File: src/hdl/lbrg_pkg.sv
package lbrg_pkg;
    // bus state codes presented by the bus interface unit
    localparam logic [2:0] TS_IDLE = 3'h0;
    localparam logic [2:0] TS_T1   = 3'h1;
    localparam logic [2:0] TS_T2   = 3'h2;
    localparam logic [2:0] TS_T3   = 3'h3;
    localparam logic [2:0] TS_T4   = 3'h4;
    localparam logic [2:0] TS_TW   = 3'h5;

    // level driven during any pulse; the line idles high
    localparam logic LINE_ACTIVE = 1'h0;
    localparam logic LINE_IDLE   = 1'h1;

    localparam logic SEL_HIGH = 1'h0;
    localparam logic SEL_LOW  = 1'h1;

    typedef enum logic [1:0] {
        ARB_IDLE,
        ARB_PENDING,
        ARB_HOLD,
        ARB_DEAD
    } lbrg_state_t;
endpackage

File: src/hdl/lbrg_top.sv
`timescale 1ns/1ps
// Summary of operation
// - two lines, high-priority line wins ties
// - grant pulse on same line in T4/T1
// - bus floated, hold-acknowledge next clock
// - no bus activity during hold-acknowledge
// - release pulse returns bus next clock
// - exchange is request, grant, release pulses
// - one dead clock after each exchange
// - all pulses driven low, idle high
// - mid-cycle release of a memory cycle needs request by T2
// - no mid-cycle release of a memory cycle on odd low byte
// - no mid-cycle release of a memory cycle on first interrupt ack
// - no mid-cycle release of a memory cycle during locked instruction
// - otherwise release when cycle completes
// - idle bus released on next clock
// - cycle may start, request timing counts met
module lbrg_top (
    input  wire logic       CLK,
    input  wire logic       RESET_N,
    input  wire logic       BUS_REQ_GRANT_HIGH_PRIO_IN,
    output logic            BUS_REQ_GRANT_HIGH_PRIO_OUT,
    output logic            BUS_REQ_GRANT_HIGH_PRIO_OE,
    input  wire logic       BUS_REQ_GRANT_LOW_PRIO_IN,
    output logic            BUS_REQ_GRANT_LOW_PRIO_OUT,
    output logic            BUS_REQ_GRANT_LOW_PRIO_OE,
    input  wire logic [2:0] T_STATE,
    input  wire logic       CYCLE_ACTIVE,
    input  wire logic       CYCLE_IS_MEM,
    input  wire logic       ODD_LOW_BYTE,
    input  wire logic       FIRST_INTA,
    input  wire logic       LOCK_ACTIVE,
    output logic            HOLD_ACK,
    output logic            BUS_FLOAT,
    output logic            START_INHIBIT
);
    import lbrg_pkg::*;

    lbrg_state_t state_q;
    lbrg_state_t state_d;
    logic        sel_q;
    logic        sel_d;
    logic        early_q;
    logic        early_d;
    logic        hold_q;
    logic        hold_d;
    logic        float_q;
    logic        float_d;
    logic        pulse_hi;
    logic        pulse_lo;
    logic        grant_now;
    logic        grant_hi;
    logic        grant_lo;
    logic        pulse_sel;
    logic        by_t2;
    logic        mid_ok;

    lbrg_line u_line_hi (
        .clk     (CLK),
        .reset_n (RESET_N),
        .line_in (BUS_REQ_GRANT_HIGH_PRIO_IN),
        .grant   (grant_hi),
        .pulse   (pulse_hi),
        .line_out(BUS_REQ_GRANT_HIGH_PRIO_OUT),
        .line_oe (BUS_REQ_GRANT_HIGH_PRIO_OE)
    );

    lbrg_line u_line_lo (
        .clk     (CLK),
        .reset_n (RESET_N),
        .line_in (BUS_REQ_GRANT_LOW_PRIO_IN),
        .grant   (grant_lo),
        .pulse   (pulse_lo),
        .line_out(BUS_REQ_GRANT_LOW_PRIO_OUT),
        .line_oe (BUS_REQ_GRANT_LOW_PRIO_OE)
    );

    // request seen while no cycle runs or no later than T2
    assign by_t2 = !CYCLE_ACTIVE || (T_STATE == TS_IDLE)
                   || (T_STATE == TS_T1) || (T_STATE == TS_T2);

    // i/o and other non-memory cycles release at their own end
    assign mid_ok = !CYCLE_IS_MEM
                    || (early_q
                        && !ODD_LOW_BYTE
                        && !FIRST_INTA
                        && !LOCK_ACTIVE);

    always_comb begin
        grant_now = 1'b0;
        if (state_q == ARB_PENDING) begin
            if (!CYCLE_ACTIVE) begin
                grant_now = 1'b1;
            end else if (T_STATE == TS_T4) begin
                grant_now = mid_ok;
            end
        end
    end

    assign grant_hi  = grant_now && (sel_q == SEL_HIGH);
    assign grant_lo  = grant_now && (sel_q == SEL_LOW);
    assign pulse_sel = (sel_q == SEL_HIGH) ? pulse_hi : pulse_lo;

    always_comb begin
        state_d = state_q;
        sel_d   = sel_q;
        early_d = early_q;
        hold_d  = hold_q;
        float_d = float_q;
        case (state_q)
            ARB_IDLE: begin
                if (pulse_hi || pulse_lo) begin
                    state_d = ARB_PENDING;
                    sel_d   = pulse_hi ? SEL_HIGH : SEL_LOW;
                    early_d = by_t2;
                end
            end
            ARB_PENDING: begin
                if (grant_now) begin
                    state_d = ARB_HOLD;
                    hold_d  = 1'b1;
                    float_d = 1'b1;
                end else if (CYCLE_ACTIVE && T_STATE == TS_T4) begin
                    // withheld now: the next cycle sees the request early
                    early_d = 1'b1;
                end
            end
            ARB_HOLD: begin
                if (pulse_sel) begin
                    state_d = ARB_DEAD;
                    hold_d  = 1'b0;
                    float_d = 1'b0;
                end
            end
            ARB_DEAD: begin
                // pulses during the dead clock are dropped
                state_d = ARB_IDLE;
                early_d = 1'b0;
            end
            default: begin
                state_d = ARB_IDLE;
                hold_d  = 1'b0;
                float_d = 1'b0;
                early_d = 1'b0;
            end
        endcase
    end

    always_ff @(posedge CLK or negedge RESET_N) begin
        if (!RESET_N) begin
            state_q <= ARB_IDLE;
            sel_q   <= SEL_HIGH;
            early_q <= 1'b0;
            hold_q  <= 1'b0;
            float_q <= 1'b0;
        end else begin
            state_q <= state_d;
            sel_q   <= sel_d;
            early_q <= early_d;
            hold_q  <= hold_d;
            float_q <= float_d;
        end
    end

    assign HOLD_ACK      = hold_q;
    // drivers float already in the grant clock
    assign BUS_FLOAT     = float_q || grant_now;
    assign START_INHIBIT = float_q || grant_now;

    property p_grant_one_clk;
        @(posedge CLK) disable iff (!RESET_N)
        (BUS_REQ_GRANT_HIGH_PRIO_OE || BUS_REQ_GRANT_LOW_PRIO_OE)
        |=> !BUS_REQ_GRANT_HIGH_PRIO_OE && !BUS_REQ_GRANT_LOW_PRIO_OE;
    endproperty
    a_grant_one_clk: assert property (p_grant_one_clk)
        else $error("grant pulse longer than one clock");

    property p_hold_after_grant;
        @(posedge CLK) disable iff (!RESET_N)
        grant_now |=> HOLD_ACK && BUS_FLOAT;
    endproperty
    a_hold_after_grant: assert property (p_hold_after_grant)
        else $error("no hold-acknowledge after grant");

    property p_no_start_in_hold;
        @(posedge CLK) disable iff (!RESET_N)
        HOLD_ACK |-> START_INHIBIT;
    endproperty
    a_no_start_in_hold: assert property (p_no_start_in_hold)
        else $error("bus activity allowed in hold-acknowledge");

    property p_release;
        @(posedge CLK) disable iff (!RESET_N)
        (state_q == ARB_HOLD && pulse_sel) |=> !HOLD_ACK ##1
        (state_q == ARB_IDLE);
    endproperty
    a_release: assert property (p_release)
        else $error("release pulse did not return the bus");

    property p_dead_cycle;
        @(posedge CLK) disable iff (!RESET_N)
        $fell(HOLD_ACK) |-> !grant_now ##1 !grant_now;
    endproperty
    a_dead_cycle: assert property (p_dead_cycle)
        else $error("line reused without a dead clock");

    property p_priority;
        @(posedge CLK) disable iff (!RESET_N)
        (state_q == ARB_IDLE && pulse_hi && pulse_lo) |=> sel_q == SEL_HIGH;
    endproperty
    a_priority: assert property (p_priority)
        else $error("low-priority line won a tie");

    property p_withhold;
        @(posedge CLK) disable iff (!RESET_N)
        (CYCLE_ACTIVE && CYCLE_IS_MEM
         && (ODD_LOW_BYTE || FIRST_INTA || LOCK_ACTIVE)) |-> !grant_now;
    endproperty
    a_withhold: assert property (p_withhold)
        else $error("mid-cycle release not withheld");

    property p_idle_release;
        @(posedge CLK) disable iff (!RESET_N)
        (state_q == ARB_IDLE && (pulse_hi || pulse_lo))
        ##1 !CYCLE_ACTIVE |-> grant_now;
    endproperty
    a_idle_release: assert property (p_idle_release)
        else $error("idle bus not released next clock");

    property p_oe_only_grant;
        @(posedge CLK) disable iff (!RESET_N)
        BUS_REQ_GRANT_HIGH_PRIO_OE |-> state_q == ARB_PENDING
        && BUS_REQ_GRANT_HIGH_PRIO_OUT == LINE_ACTIVE;
    endproperty
    a_oe_only_grant: assert property (p_oe_only_grant)
        else $error("line driven outside grant pulse");
endmodule

File: src/hdl/lbrg_line.sv
`timescale 1ns/1ps
module lbrg_line (
    input  wire logic clk,
    input  wire logic reset_n,
    input  wire logic line_in,
    input  wire logic grant,
    output logic      pulse,
    output logic      line_out,
    output logic      line_oe
);
    import lbrg_pkg::*;

    logic prev_high_q;
    logic prev_high_d;

    // our own drive counts as high so a release pulse right after the
    // grant pulse is still seen as a fresh falling edge
    always_comb begin
        prev_high_d = line_in | grant;
    end

    always_ff @(posedge clk or negedge reset_n) begin
        if (!reset_n) begin
            prev_high_q <= LINE_IDLE;
        end else begin
            prev_high_q <= prev_high_d;
        end
    end

    assign pulse    = (line_in == LINE_ACTIVE) && prev_high_q && !grant;
    assign line_out = LINE_ACTIVE;
    assign line_oe  = grant;
endmodule

File: config.mk
export PLATFORM = sky130hd
export DESIGN_NAME = lbrg_top
export DESIGN_NICKNAME = d
export VERILOG_FILES = /design/src/hdl/lbrg_pkg.sv /design/src/hdl/lbrg_top.sv /design/src/hdl/lbrg_line.sv
export SDC_FILE = /design/constraint.sdc
export NUM_CORES = 1
export LEC_CHECK = 0
export ABC_AREA = 1
export BUFFER_PORTS_ARGS = -buffer_cell sky130_fd_sc_hd__clkbuf_2
export CAP_MARGIN = 20
export CORE_MARGIN = 10
export CORE_UTILIZATION = 40
export CTS_CLUSTER_DIAMETER = 120
export DETAILED_ROUTE_END_ITERATION = 10
export HOLD_SLACK_MARGIN = 0.12
export PLACE_DENSITY = 0.65
export SYNTH_ARGS = -nofsm -noshare
export SYNTH_HDL_FRONTEND = slang
export SYNTH_SLANG_ARGS = --single-unit
File: constraint.sdc
create_clock -name CLK -period 1.8 [get_ports CLK]
set_input_delay 0.18 -clock CLK [delete_from_list [all_inputs] [get_ports CLK]]
set_output_delay 0.18 -clock CLK [all_outputs]
set_load 0.005 [all_outputs]
==> flow_summary.json, run 1 <==
{
  "outcome": "complete, no violations",
  "finalHoldViolations": 0,
  "yosysSeqAreaShare_pct": 30.02,
  "r2r_cells": 8,
  "whs_path_depth": 2,
  "max_stage_delay_ns": 0.40,
  "drv_cap": 0,
  "multi_input_area_um2": 346.6,
  "cts_tree": "built",
  "num_io_pins": 19,
  "startpoint_type": "register",
  "grt_pass1_wl_um": 2166,
  "wl_per_cell_um": 11.26,
  "synth_top_family_by_area": "simple AND/OR/NAND/NOR gates",
  "final_core_utilization_pct": 52.46,
  "regArea_um2": 177.7,
  "crit_chain": "inv_1 > ha_1 > nand2_2 > nand2_1 > clkbuf_2",
  "area_growth_pct": 19.66,
  "yosysWarnings": 0,
  "async_flop_share_pct": 100.0,
  "place_congestion": 0.7720,
  "worstSkewPairLatency_ns": 0.25,
  "synthMuxAreaShare_pct": 0,
  "worst_path_max_delay_cell": "dfrtp_1",
  "arrival_ns": 1.39,
  "synthSimpleGateAreaFrac_pct": 43.97,
  "synth_edf_count": 0,
  "min_from": "BUS_REQ_GRANT_LOW_PRIO_IN",
  "cts_root_buf": "clkbuf_4",
  "drv_slew": 0,
  "h-tree-depth": 1,
  "cts_made_buffers": 3,
  "nets": 109,
  "fin_crit_ns": 1.565,
  "rrSetupSlack_ns": 0.41,
  "drc": 0,
  "synth_xor_area_share_pct": 0,
  "first_global_vias": 522,
  "path_clk_slew_ns": 0.05,
  "grt_setup_unrepaired": "no",
  "ys_types": 19,
  "ys_ff_latch": 7,
  "min_path_type": "primary input to register",
  "routed_wl_um": 1205,
  "cts_buffer_depth": 2,
  "fin_crit_sh_pct": 86.95,
  "yosys.area.top_type": "dfrtp_1",
  "route.vias.total": 485,
  "first_iter_violations": 5,
  "die-height_um": 58.47,
  "drive_gt1_share_pct": 40.22,
  "ant_nets": 0,
  "power.leakage_nw": 0.3943,
  "cp_num_buf_inv": 2,
  "max_freq_mhz": 638.9,
  "die_area_um2": 3418,
  "grt_start_max_net_pins": 8,
  "final_cell_area_um2": 708.2,
  "gr-usage-all-layers_pct": 7.802,
  "synthAdderAreaFrac_pct": 8.457,
  "place_area_um2": 671.9,
  "gr-total-overflow": 0,
  "setup_viol": 0,
  "r2r-start": "state_q[1]",
  "place_hpwl_um": 1044,
  "path_delay_family": "flip-flops",
  "num_rows": 13,
  "power_density_nw_per_um2": 1475,
  "worstSetupEndpointType": "primary output",
  "vdd_drop_max_uv": 720.4,
  "portBuffers": 16,
  "n_antenna_cell": 0,
  "syn_area_per_cell_um2": 8.107,
  "drt_first_pass_iters": 3,
  "hold_end": "u_line_lo.prev_high_q",
  "synth_cells": 73,
  "timing.setup.tns_ns": 0,
  "cts_setup_buffers": 0,
  "coreArea_um2": 1350,
  "synth_compound_area_share_pct": 4.863,
  "worstReg2RegEnd": "state_q[0]",
  "fin_skew_ns": 0.003939,
  "criticalPathCategory": "register to primary output",
  "holdWs_ns": 0.1362,
  "initial_utilization_pct": 43.84,
  "ys.flop_type": "dfrtp_1",
  "finalNonFillerCells": 107,
  "fill_cells": 137,
  "worstPathRequired_ns": 1.62,
  "cp-startpoint": "state_q[1]",
  "cp_max_fo": 5,
  "yosysTopAreaCellShare_pct": 21.14,
  "ys_top_cells_by_area": "dfrtp_1, dfstp_2, ha_1, nand3_2, inv_1",
  "place_inst": 102,
  "viasPerCell": 4.533,
  "synth_area_um2": 591.8,
  "cts_sinks": 7,
  "die_w_um": 58.47,
  "antenna_found_initial": 0
}
[what timing repair did]
action,in CTS,in global routing
resized for setup,0,0
hold buffers,1,0
hold endpoints to repair,7,0
[cells by family after synthesis]
| kind of cell | count (synthesis) |
|---|---|
| flip-flops | 7 |
| buffers and inverters | 16 |
| adder cells (fa/ha/maj) | 4 |
| AO/OA/AOI/OAI | 5 |
| other | 1 |
| AND/OR/NAND/NOR | 40 |
[flip-flops by register name, summed over array words and instances (netlist names)]
name	count
sel_q	1
state_q	2
early_q	1
u_line_lo.prev_high_q	1
u_line_hi.prev_high_q	1
float_q	1
[placed cells by master, fill, tap and decap left out]
master | Yosys | final
nand3_1 | 3 | 3
nor3_4 | 1 | 1
clkbuf_2 | 0 | 16
conb_1 | 1 | 2
dlygate4sd3_1 | 0 | 1
a21oi_1 | 2 | 2
o21ai_0 | 2 | 2
nand4_1 | 4 | 4
nand2_4 | 1 | 1
nand2_2 | 4 | 4
clkbuf_1 | 0 | 1
dfrtp_1 | 5 | 5
dfstp_2 | 2 | 2
ha_1 | 4 | 4
or2_2 | 3 | 3
a2bb2oi_1 | 1 | 1
clkbuf_4 | 0 | 3
nand3_4 | 2 | 2
inv_1 | 13 | 13
nand3_2 | 5 | 5
nand2_1 | 13 | 13
nor2_1 | 4 | 4
[layer usage]
metal  GRT usage (%)  vias up  routed length (um)
met4           1.007        0                  10
met1           8.161      203                 485
met3           4.721        2                 101
met2           13.35       12                 607
met5               0        -                   0
li1                -      268                   -
[cell type report]
class                           count  share of cell area [%]
Clock buffer                        4                   3.710
Inverter                           13                   6.890
Multi-Input combinational cell     51                   48.94
Sequential cell                     7                   25.09
Tap cell                           15                   2.650
Timing Repair Buffer               17                   12.72
[synth_stat cells, types with 2 or more instances]
cell type / count
dfrtp_1: 5
buf_4: 3
a21oi_1: 2
nand3_4: 2
inv_1: 13
nand3_1: 3
nand3_2: 5
o21ai_0: 2
nor2_1: 4
nand2_2: 4
ha_1: 4
dfstp_2: 2
nand4_1: 4
nand2_1: 13
or2_2: 3
[stage by stage]
stage	setup slack, ns	total power [mW]
after floorplan	0.5334	0.7652
after global placement	0.4338	0.8914
after detailed placement	0.4115	0.9050
after CTS	0.2203	1.057
after global routing	0.1242	1.159
final	0.2349	1.045
[worst reg2reg max path, stage by stage, from the launching register on]
cell and delay, ns:
dfrtp_1 0.38, inv_1 0.09, ha_1 0.27, nand2_2 0.15, nand3_2 0.10, nand3_4 0.11, nand3_2 0.07, nand2_1 0.06
nand2_1 0.05
[worst max-delay path by stage]
stage	end	cells past startpoint	slack, ns
6_report	START_INHIBIT	5	0.23
5_1_grt	BUS_FLOAT	5	0.12
4_1_cts	START_INHIBIT	5	0.22
3_5_place_dp	state_q[0]	8	0.41
3_3_place_gp	state_q[1]	8	0.43
2_1_floorplan	state_q[0]	8	0.53
[power by group]
part	total [mW]	switching [mW]	internal, mW	leakage, nW
Clock	0.144	0.0589	0.0847	0.0150
Sequential	0.285	0.0518	0.233	0.0804
Combinational	0.616	0.356	0.260	0.299
Note: power is estimated with default switching activity, not from simulation.
==> run 2: changes to the inputs <==
ABC_AREA = default   (was 1)
PLACE_DENSITY = 0.66   (was 0.65)
==> flow_summary.json, run 2 <==
{
  "outcome": "complete, but fails checks",
  "violations": "negative setup slack",
  "place_congestion": 0.8232,
  "use_met3_pct": 1.327,
  "switchingPower_uw": 466.0,
  "worstSetupEndpointType": "primary output",
  "holdWs_ns": 0.1511,
  "drt_first_pass_iters": 4,
  "wl_per_cell_um": 14.11,
  "synth_common_cells": "dfrtp_1, inv_1, ha_1, nor2_1",
  "p_seq_share_pct": 21.5,
  "ys_types": 31,
  "first_iter_violations": 3,
  "coreArea_um2": 1301,
  "place_inst": 94,
  "rrSetupSlack_ns": -0.12,
  "nets": 104,
  "die-height_um": 57.10,
  "r2r-start": "early_q",
  "globalRoute.busiestLayer": "met2",
  "yosysSeqAreaShare_pct": 32.27,
  "cp_max_fo": 3,
  "routed_wl_um": 1439,
  "cts_buffer_depth": 2,
  "path_clk_slew_ns": 0.06,
  "place_area_um2": 698.2,
  "async_flop_share_pct": 100.0,
  "cts_tree": "built",
  "num_io_pins": 19,
  "worstReg2RegEnd": "state_q[1]",
  "regMostFlops": "state_q",
  "fin_crit_sh_pct": 107.1,
  "fill_cells": 109,
  "fin_crit_ns": 1.929,
  "startpoint_type": "register",
  "criticalPathCategory": "register to primary output",
  "comb_power_share_pct": 66.8,
  "largest_reg_flops": 2,
  "drv_slew": 0,
  "initial_utilization_pct": 42.31,
  "power.leakage_nw": 0.4021,
  "place_hpwl_um": 1086,
  "drive_gt1_share_pct": 54.02,
  "die_area_um2": 3260,
  "worstSkewPairLatency_ns": 0.26,
  "cts_root_buf": "clkbuf_4",
  "worst_slack_ns": -0.1287,
  "final_cell_area_um2": 813.3,
  "grt_pass1_wl_um": 2277,
  "hold_end": "u_line_lo.prev_high_q",
  "arrival_ns": 1.75,
  "synth_area_um2": 550.5,
  "cts_made_buffers": 3,
  "clockPowerShare_pct": 11.7,
  "route.vias.total": 508,
  "synth_edf_count": 0,
  "portBuffers": 16,
  "fin_skew_ns": 0.007397,
  "grt_start_max_net_pins": 9,
  "grtUsageMet1_pct": 9.630,
  "setup_viol": 7,
  "viasPerCell": 4.980,
  "power_density_nw_per_um2": 1522,
  "syn_area_per_cell_um2": 9.658,
  "ys_ff_latch": 7,
  "cts_sinks": 7,
  "first_global_vias": 514,
  "grt_setup_unrepaired": "yes",
  "gr-total-overflow": 0,
  "drv_cap": 0,
  "antenna_found_initial": 0,
  "yosysWarnings": 0,
  "area_growth_pct": 47.73,
  "met2_usage_pct": 13.95,
  "finalHoldViolations": 0,
  "min_from": "BUS_REQ_GRANT_LOW_PRIO_IN",
  "post-place-ws_ns": -0.1274,
  "final_common_cell": "clkbuf_2",
  "n_antenna_cell": 0,
  "yosys.area.top_type": "dfrtp_1",
  "whs_path_depth": 2,
  "multi_input_area_um2": 391.6,
  "h-tree-depth": 1,
  "final_cell_mix": "clkbuf_2, buf_4, inv_1, dfrtp_1",
  "max_freq_mhz": 518.5,
  "die_w_um": 57.10,
  "ys_top_cells_by_area": "dfrtp_1, dfstp_2, ha_1, buf_4, mux2_1",
  "p_int_uw": 771.6,
  "ys.flop_type": "dfrtp_1",
  "r2r_cells": 5,
  "vdd_drop_max_uv": 899.0,
  "drc": 0,
  "regArea_um2": 177.7,
  "num_rows": 13,
  "worstPathRequired_ns": 1.62,
  "gr-usage-all-layers_pct": 8.598,
  "ant_nets": 0,
  "switching_share_pct": 37.65,
  "synth_cells": 57,
  "final_core_utilization_pct": 62.50,
  "finalNonFillerCells": 102,
  "yosysTopAreaCellShare_pct": 22.73,
  "min_path_type": "primary input to register"
}
run 2: cell count changes after synthesis, sizes merged, moves of 2 or more:
cell    change
nand2      -16
nand3      -10
inv         -8
nand4       -3
nor3b       +3
a211oi      +2
a21bo       +2
mux2        +2
mux2i       +2
nand2b      +2
nor2b       +2
run 2: worst max-delay path by stage:
stage | start | to | slack, ns | depth (start not counted)
after floorplan | u_line_hi.prev_high_q | state_q[1] | -0.03 | 5
after global placement | ODD_LOW_BYTE | early_q | -0.11 | 6
after detailed placement | ODD_LOW_BYTE | early_q | -0.13 | 6
after CTS | early_q | BUS_REQ_GRANT_HIGH_PRIO_OE | -0.14 | 5
after global routing | early_q | state_q[0] | -0.19 | 6
final | early_q | BUS_REQ_GRANT_HIGH_PRIO_OE | -0.13 | 5
run 2: what timing repair did:
item	in CTS	in global routing
hold endpoints to repair	7	0
pin swaps	3	4
hold buffers	1	0
setup endpoints to repair	7	7
setup buffers	1	2
gates resized for setup	2	9
run 2: metrics by stage:
stage          setup TNS, ns  total power, mW
3_3_place_gp         -0.1865           0.9696
4_1_cts              -0.7237            1.157
2_1_floorplan       -0.04291           0.7233
3_5_place_dp         -0.3064           0.9846
5_1_grt               -1.135            1.347
6_report             -0.7257            1.238
run 2: kinds of logic after synthesis:
group,share of synthesized area [%]
adder cells (fa/ha/maj),9.091
flip-flops,32.27
multiplexers,7.727
AND/OR/NAND/NOR,23.64
AO/OA/AOI/OAI,17.05
buffers and inverters,9.545
other,0.6812
run 2: layout make-up:
cell class	count	share of cell area, %
clock buffers	4	3.231
inverters	5	2.308
multi-input cells	42	48.15
flip-flops and latches	7	21.85
well taps	15	2.308
repair buffers	29	22.15
run 2: power groups by stage:
stage	sequential [mW]	combinational [mW]	clock (mW)
4_1_cts	0.260	0.745	0.151
6_report	0.267	0.826	0.145
2_1_floorplan	0.264	0.459	0
3_3_place_gp	0.261	0.709	0
5_1_grt	0.273	0.914	0.159
3_5_place_dp	0.262	0.722	0
run 2: routing by layer:
layer  vias up  part of all wire (%)
met5         -                     0
met1       234                    43
met4         0                  0.90
met3         2                   2.6
li1        261                     -
met2        11                    53
run 2: critical path, stage by stage (launching register included):
cell	delay (ns)
dfrtp_1	0.33
or4b_4	0.47
a21bo_4	0.24
a21bo_4	0.24
nor2_4	0.09
clkbuf_2	0.12
==> run 3: changes to the inputs <==
RECOVER_POWER = 50   (was default)
==> flow_summary.json, run 3 (synthesized netlist as in run 2, its figures left out) <==
{
  "vdd_drop_max_uv": 899.0,
  "finalHoldViolations": 0,
  "final_cell_mix": "clkbuf_2, buf_4, inv_1, dfrtp_1",
  "fin_crit_sh_pct": 107.2,
  "cts_sinks": 7,
  "h-tree-depth": 1,
  "nets": 104,
  "violations": "negative setup slack",
  "holdWs_ns": 0.1516,
  "place_inst": 94,
  "worst_path_max_delay_cell": "or4b_4",
  "min_from": "BUS_REQ_GRANT_LOW_PRIO_IN",
  "n_antenna_cell": 0,
  "cts_root_buf": "clkbuf_4",
  "final_core_utilization_pct": 62.40,
  "num_rows": 13,
  "grt_setup_unrepaired": "yes",
  "largest_reg_flops": 2,
  "worstSkewPairLatency_ns": 0.26,
  "setup_viol": 7,
  "final_common_cell": "clkbuf_2",
  "drv_cap": 0,
  "gr-usage-all-layers_pct": 8.598,
  "rrSetupSlack_ns": -0.12,
  "worstPathRequired_ns": 1.62,
  "place_congestion": 0.8232,
  "grt_start_max_net_pins": 9,
  "timing.setup.tns_ns": -0.7262,
  "worstReg2RegEnd": "state_q[1]",
  "arrival_ns": 1.75,
  "place_hpwl_um": 1086,
  "fin_skew_ns": 0.007566,
  "drive_gt1_share_pct": 52.87,
  "fin_crit_ns": 1.929,
  "first_global_vias": 514,
  "cts_buffer_depth": 2,
  "regMostFlops": "state_q",
  "cts_made_buffers": 3,
  "crit_chain": "or4b_4 > a21bo_4 > a21bo_4 > nor2_4 > clkbuf_2",
  "worst_slack_ns": -0.1295,
  "drt_first_pass_iters": 4,
  "cpMostUsedCell": "a21bo_4",
  "initial_utilization_pct": 42.31,
  "outcome": "complete, but fails checks",
  "max_freq_mhz": 518.3,
  "antenna_found_initial": 0,
  "coreArea_um2": 1301,
  "grt_pass1_wl_um": 2277,
  "route.vias.total": 510,
  "cts_tree": "built",
  "drc": 0,
  "wl_per_cell_um": 14.09,
  "gr-total-overflow": 0,
  "num_io_pins": 19,
  "die-height_um": 57.10,
  "die_area_um2": 3260,
  "worstSetupEndpointType": "primary output",
  "ant_nets": 0,
  "power_density_nw_per_um2": 1524,
  "finalPower_mw": 1.237,
  "min_path_type": "primary input to register",
  "r2r_cells": 5,
  "viasPerCell": 5.000,
  "power.leakage_nw": 0.3992,
  "hold_end": "u_line_lo.prev_high_q",
  "criticalPathCategory": "register to primary output",
  "path_clk_slew_ns": 0.06,
  "die_w_um": 57.10,
  "finalNonFillerCells": 102,
  "area_growth_pct": 47.50,
  "whs_path_depth": 2,
  "startpoint_type": "register",
  "routed_wl_um": 1437,
  "r2r-start": "early_q",
  "cp_max_fo": 3,
  "first_iter_violations": 3,
  "max_stage_delay_ns": 0.47,
  "drv_slew": 0,
  "portBuffers": 16
}
[run 3: cell counts in the layout (fill, tap and decap cells not counted)]
No cell type changed its count.
[run 3: timing repair]
item | in CTS | in global routing
endpoints found under the hold margin | 7 | 0
setup endpoints to repair | 7 | 7
hold buffers | 1 | 0
setup buffers | 1 | 2
pin swaps | 3 | 4
gates resized for setup | 2 | 9
gates cloned | 0 | 0
[run 3: worst max-delay path: cells and delay by family (launching register included)]
family | cells | cell delay, ns
AO/OA/AOI/OAI | 2 | 0.48
buffers and inverters | 1 | 0.12
flip-flops | 1 | 0.33
AND/OR/NAND/NOR | 2 | 0.56
[run 3: area by class of cell]
class,count,area [um2]
clock buffers,4,26.28
fillers,109,489.2
well taps,15,18.77
repair buffers,29,178.9
inverters,5,18.77
flip-flops and latches,7,177.7
multi-input cells,42,391.6
[run 3: how the worst max path moves through the flow]
stage | startpoint | to | cells past startpoint
floorplan | u_line_hi.prev_high_q | state_q[1] | 5
global placement | ODD_LOW_BYTE | early_q | 6
detailed placement | ODD_LOW_BYTE | early_q | 6
CTS | early_q | BUS_REQ_GRANT_HIGH_PRIO_OE | 5
global route | early_q | state_q[0] | 6
finish | early_q | BUS_REQ_GRANT_HIGH_PRIO_OE | 5
[run 3: power by group]
part | leakage, nW | internal [mW] | switching [mW]
combinational | 0.307 | 0.458 | 0.368
sequential | 0.0776 | 0.229 | 0.0377
clock | 0.0150 | 0.0847 | 0.0600
[run 3: per-stage QoR]
step,area (um2),setup slack [ns]
after CTS,747.0,-0.1428
final,812.0,-0.1295
after detailed placement,698.2,-0.1274
after global routing,812.0,-0.1850
after global placement,698.2,-0.1131
after floorplan,565.5,-0.02579
[run 3: routing by layer]
metal | vias up | global-route usage, % | part of all wire, %
met5 | - | 0 | 0
met4 | 0 | 7.047 | 2.4
met3 | 4 | 1.327 | 2.8
met2 | 11 | 13.95 | 52
met1 | 234 | 9.630 | 43
li1 | 261 | - | -
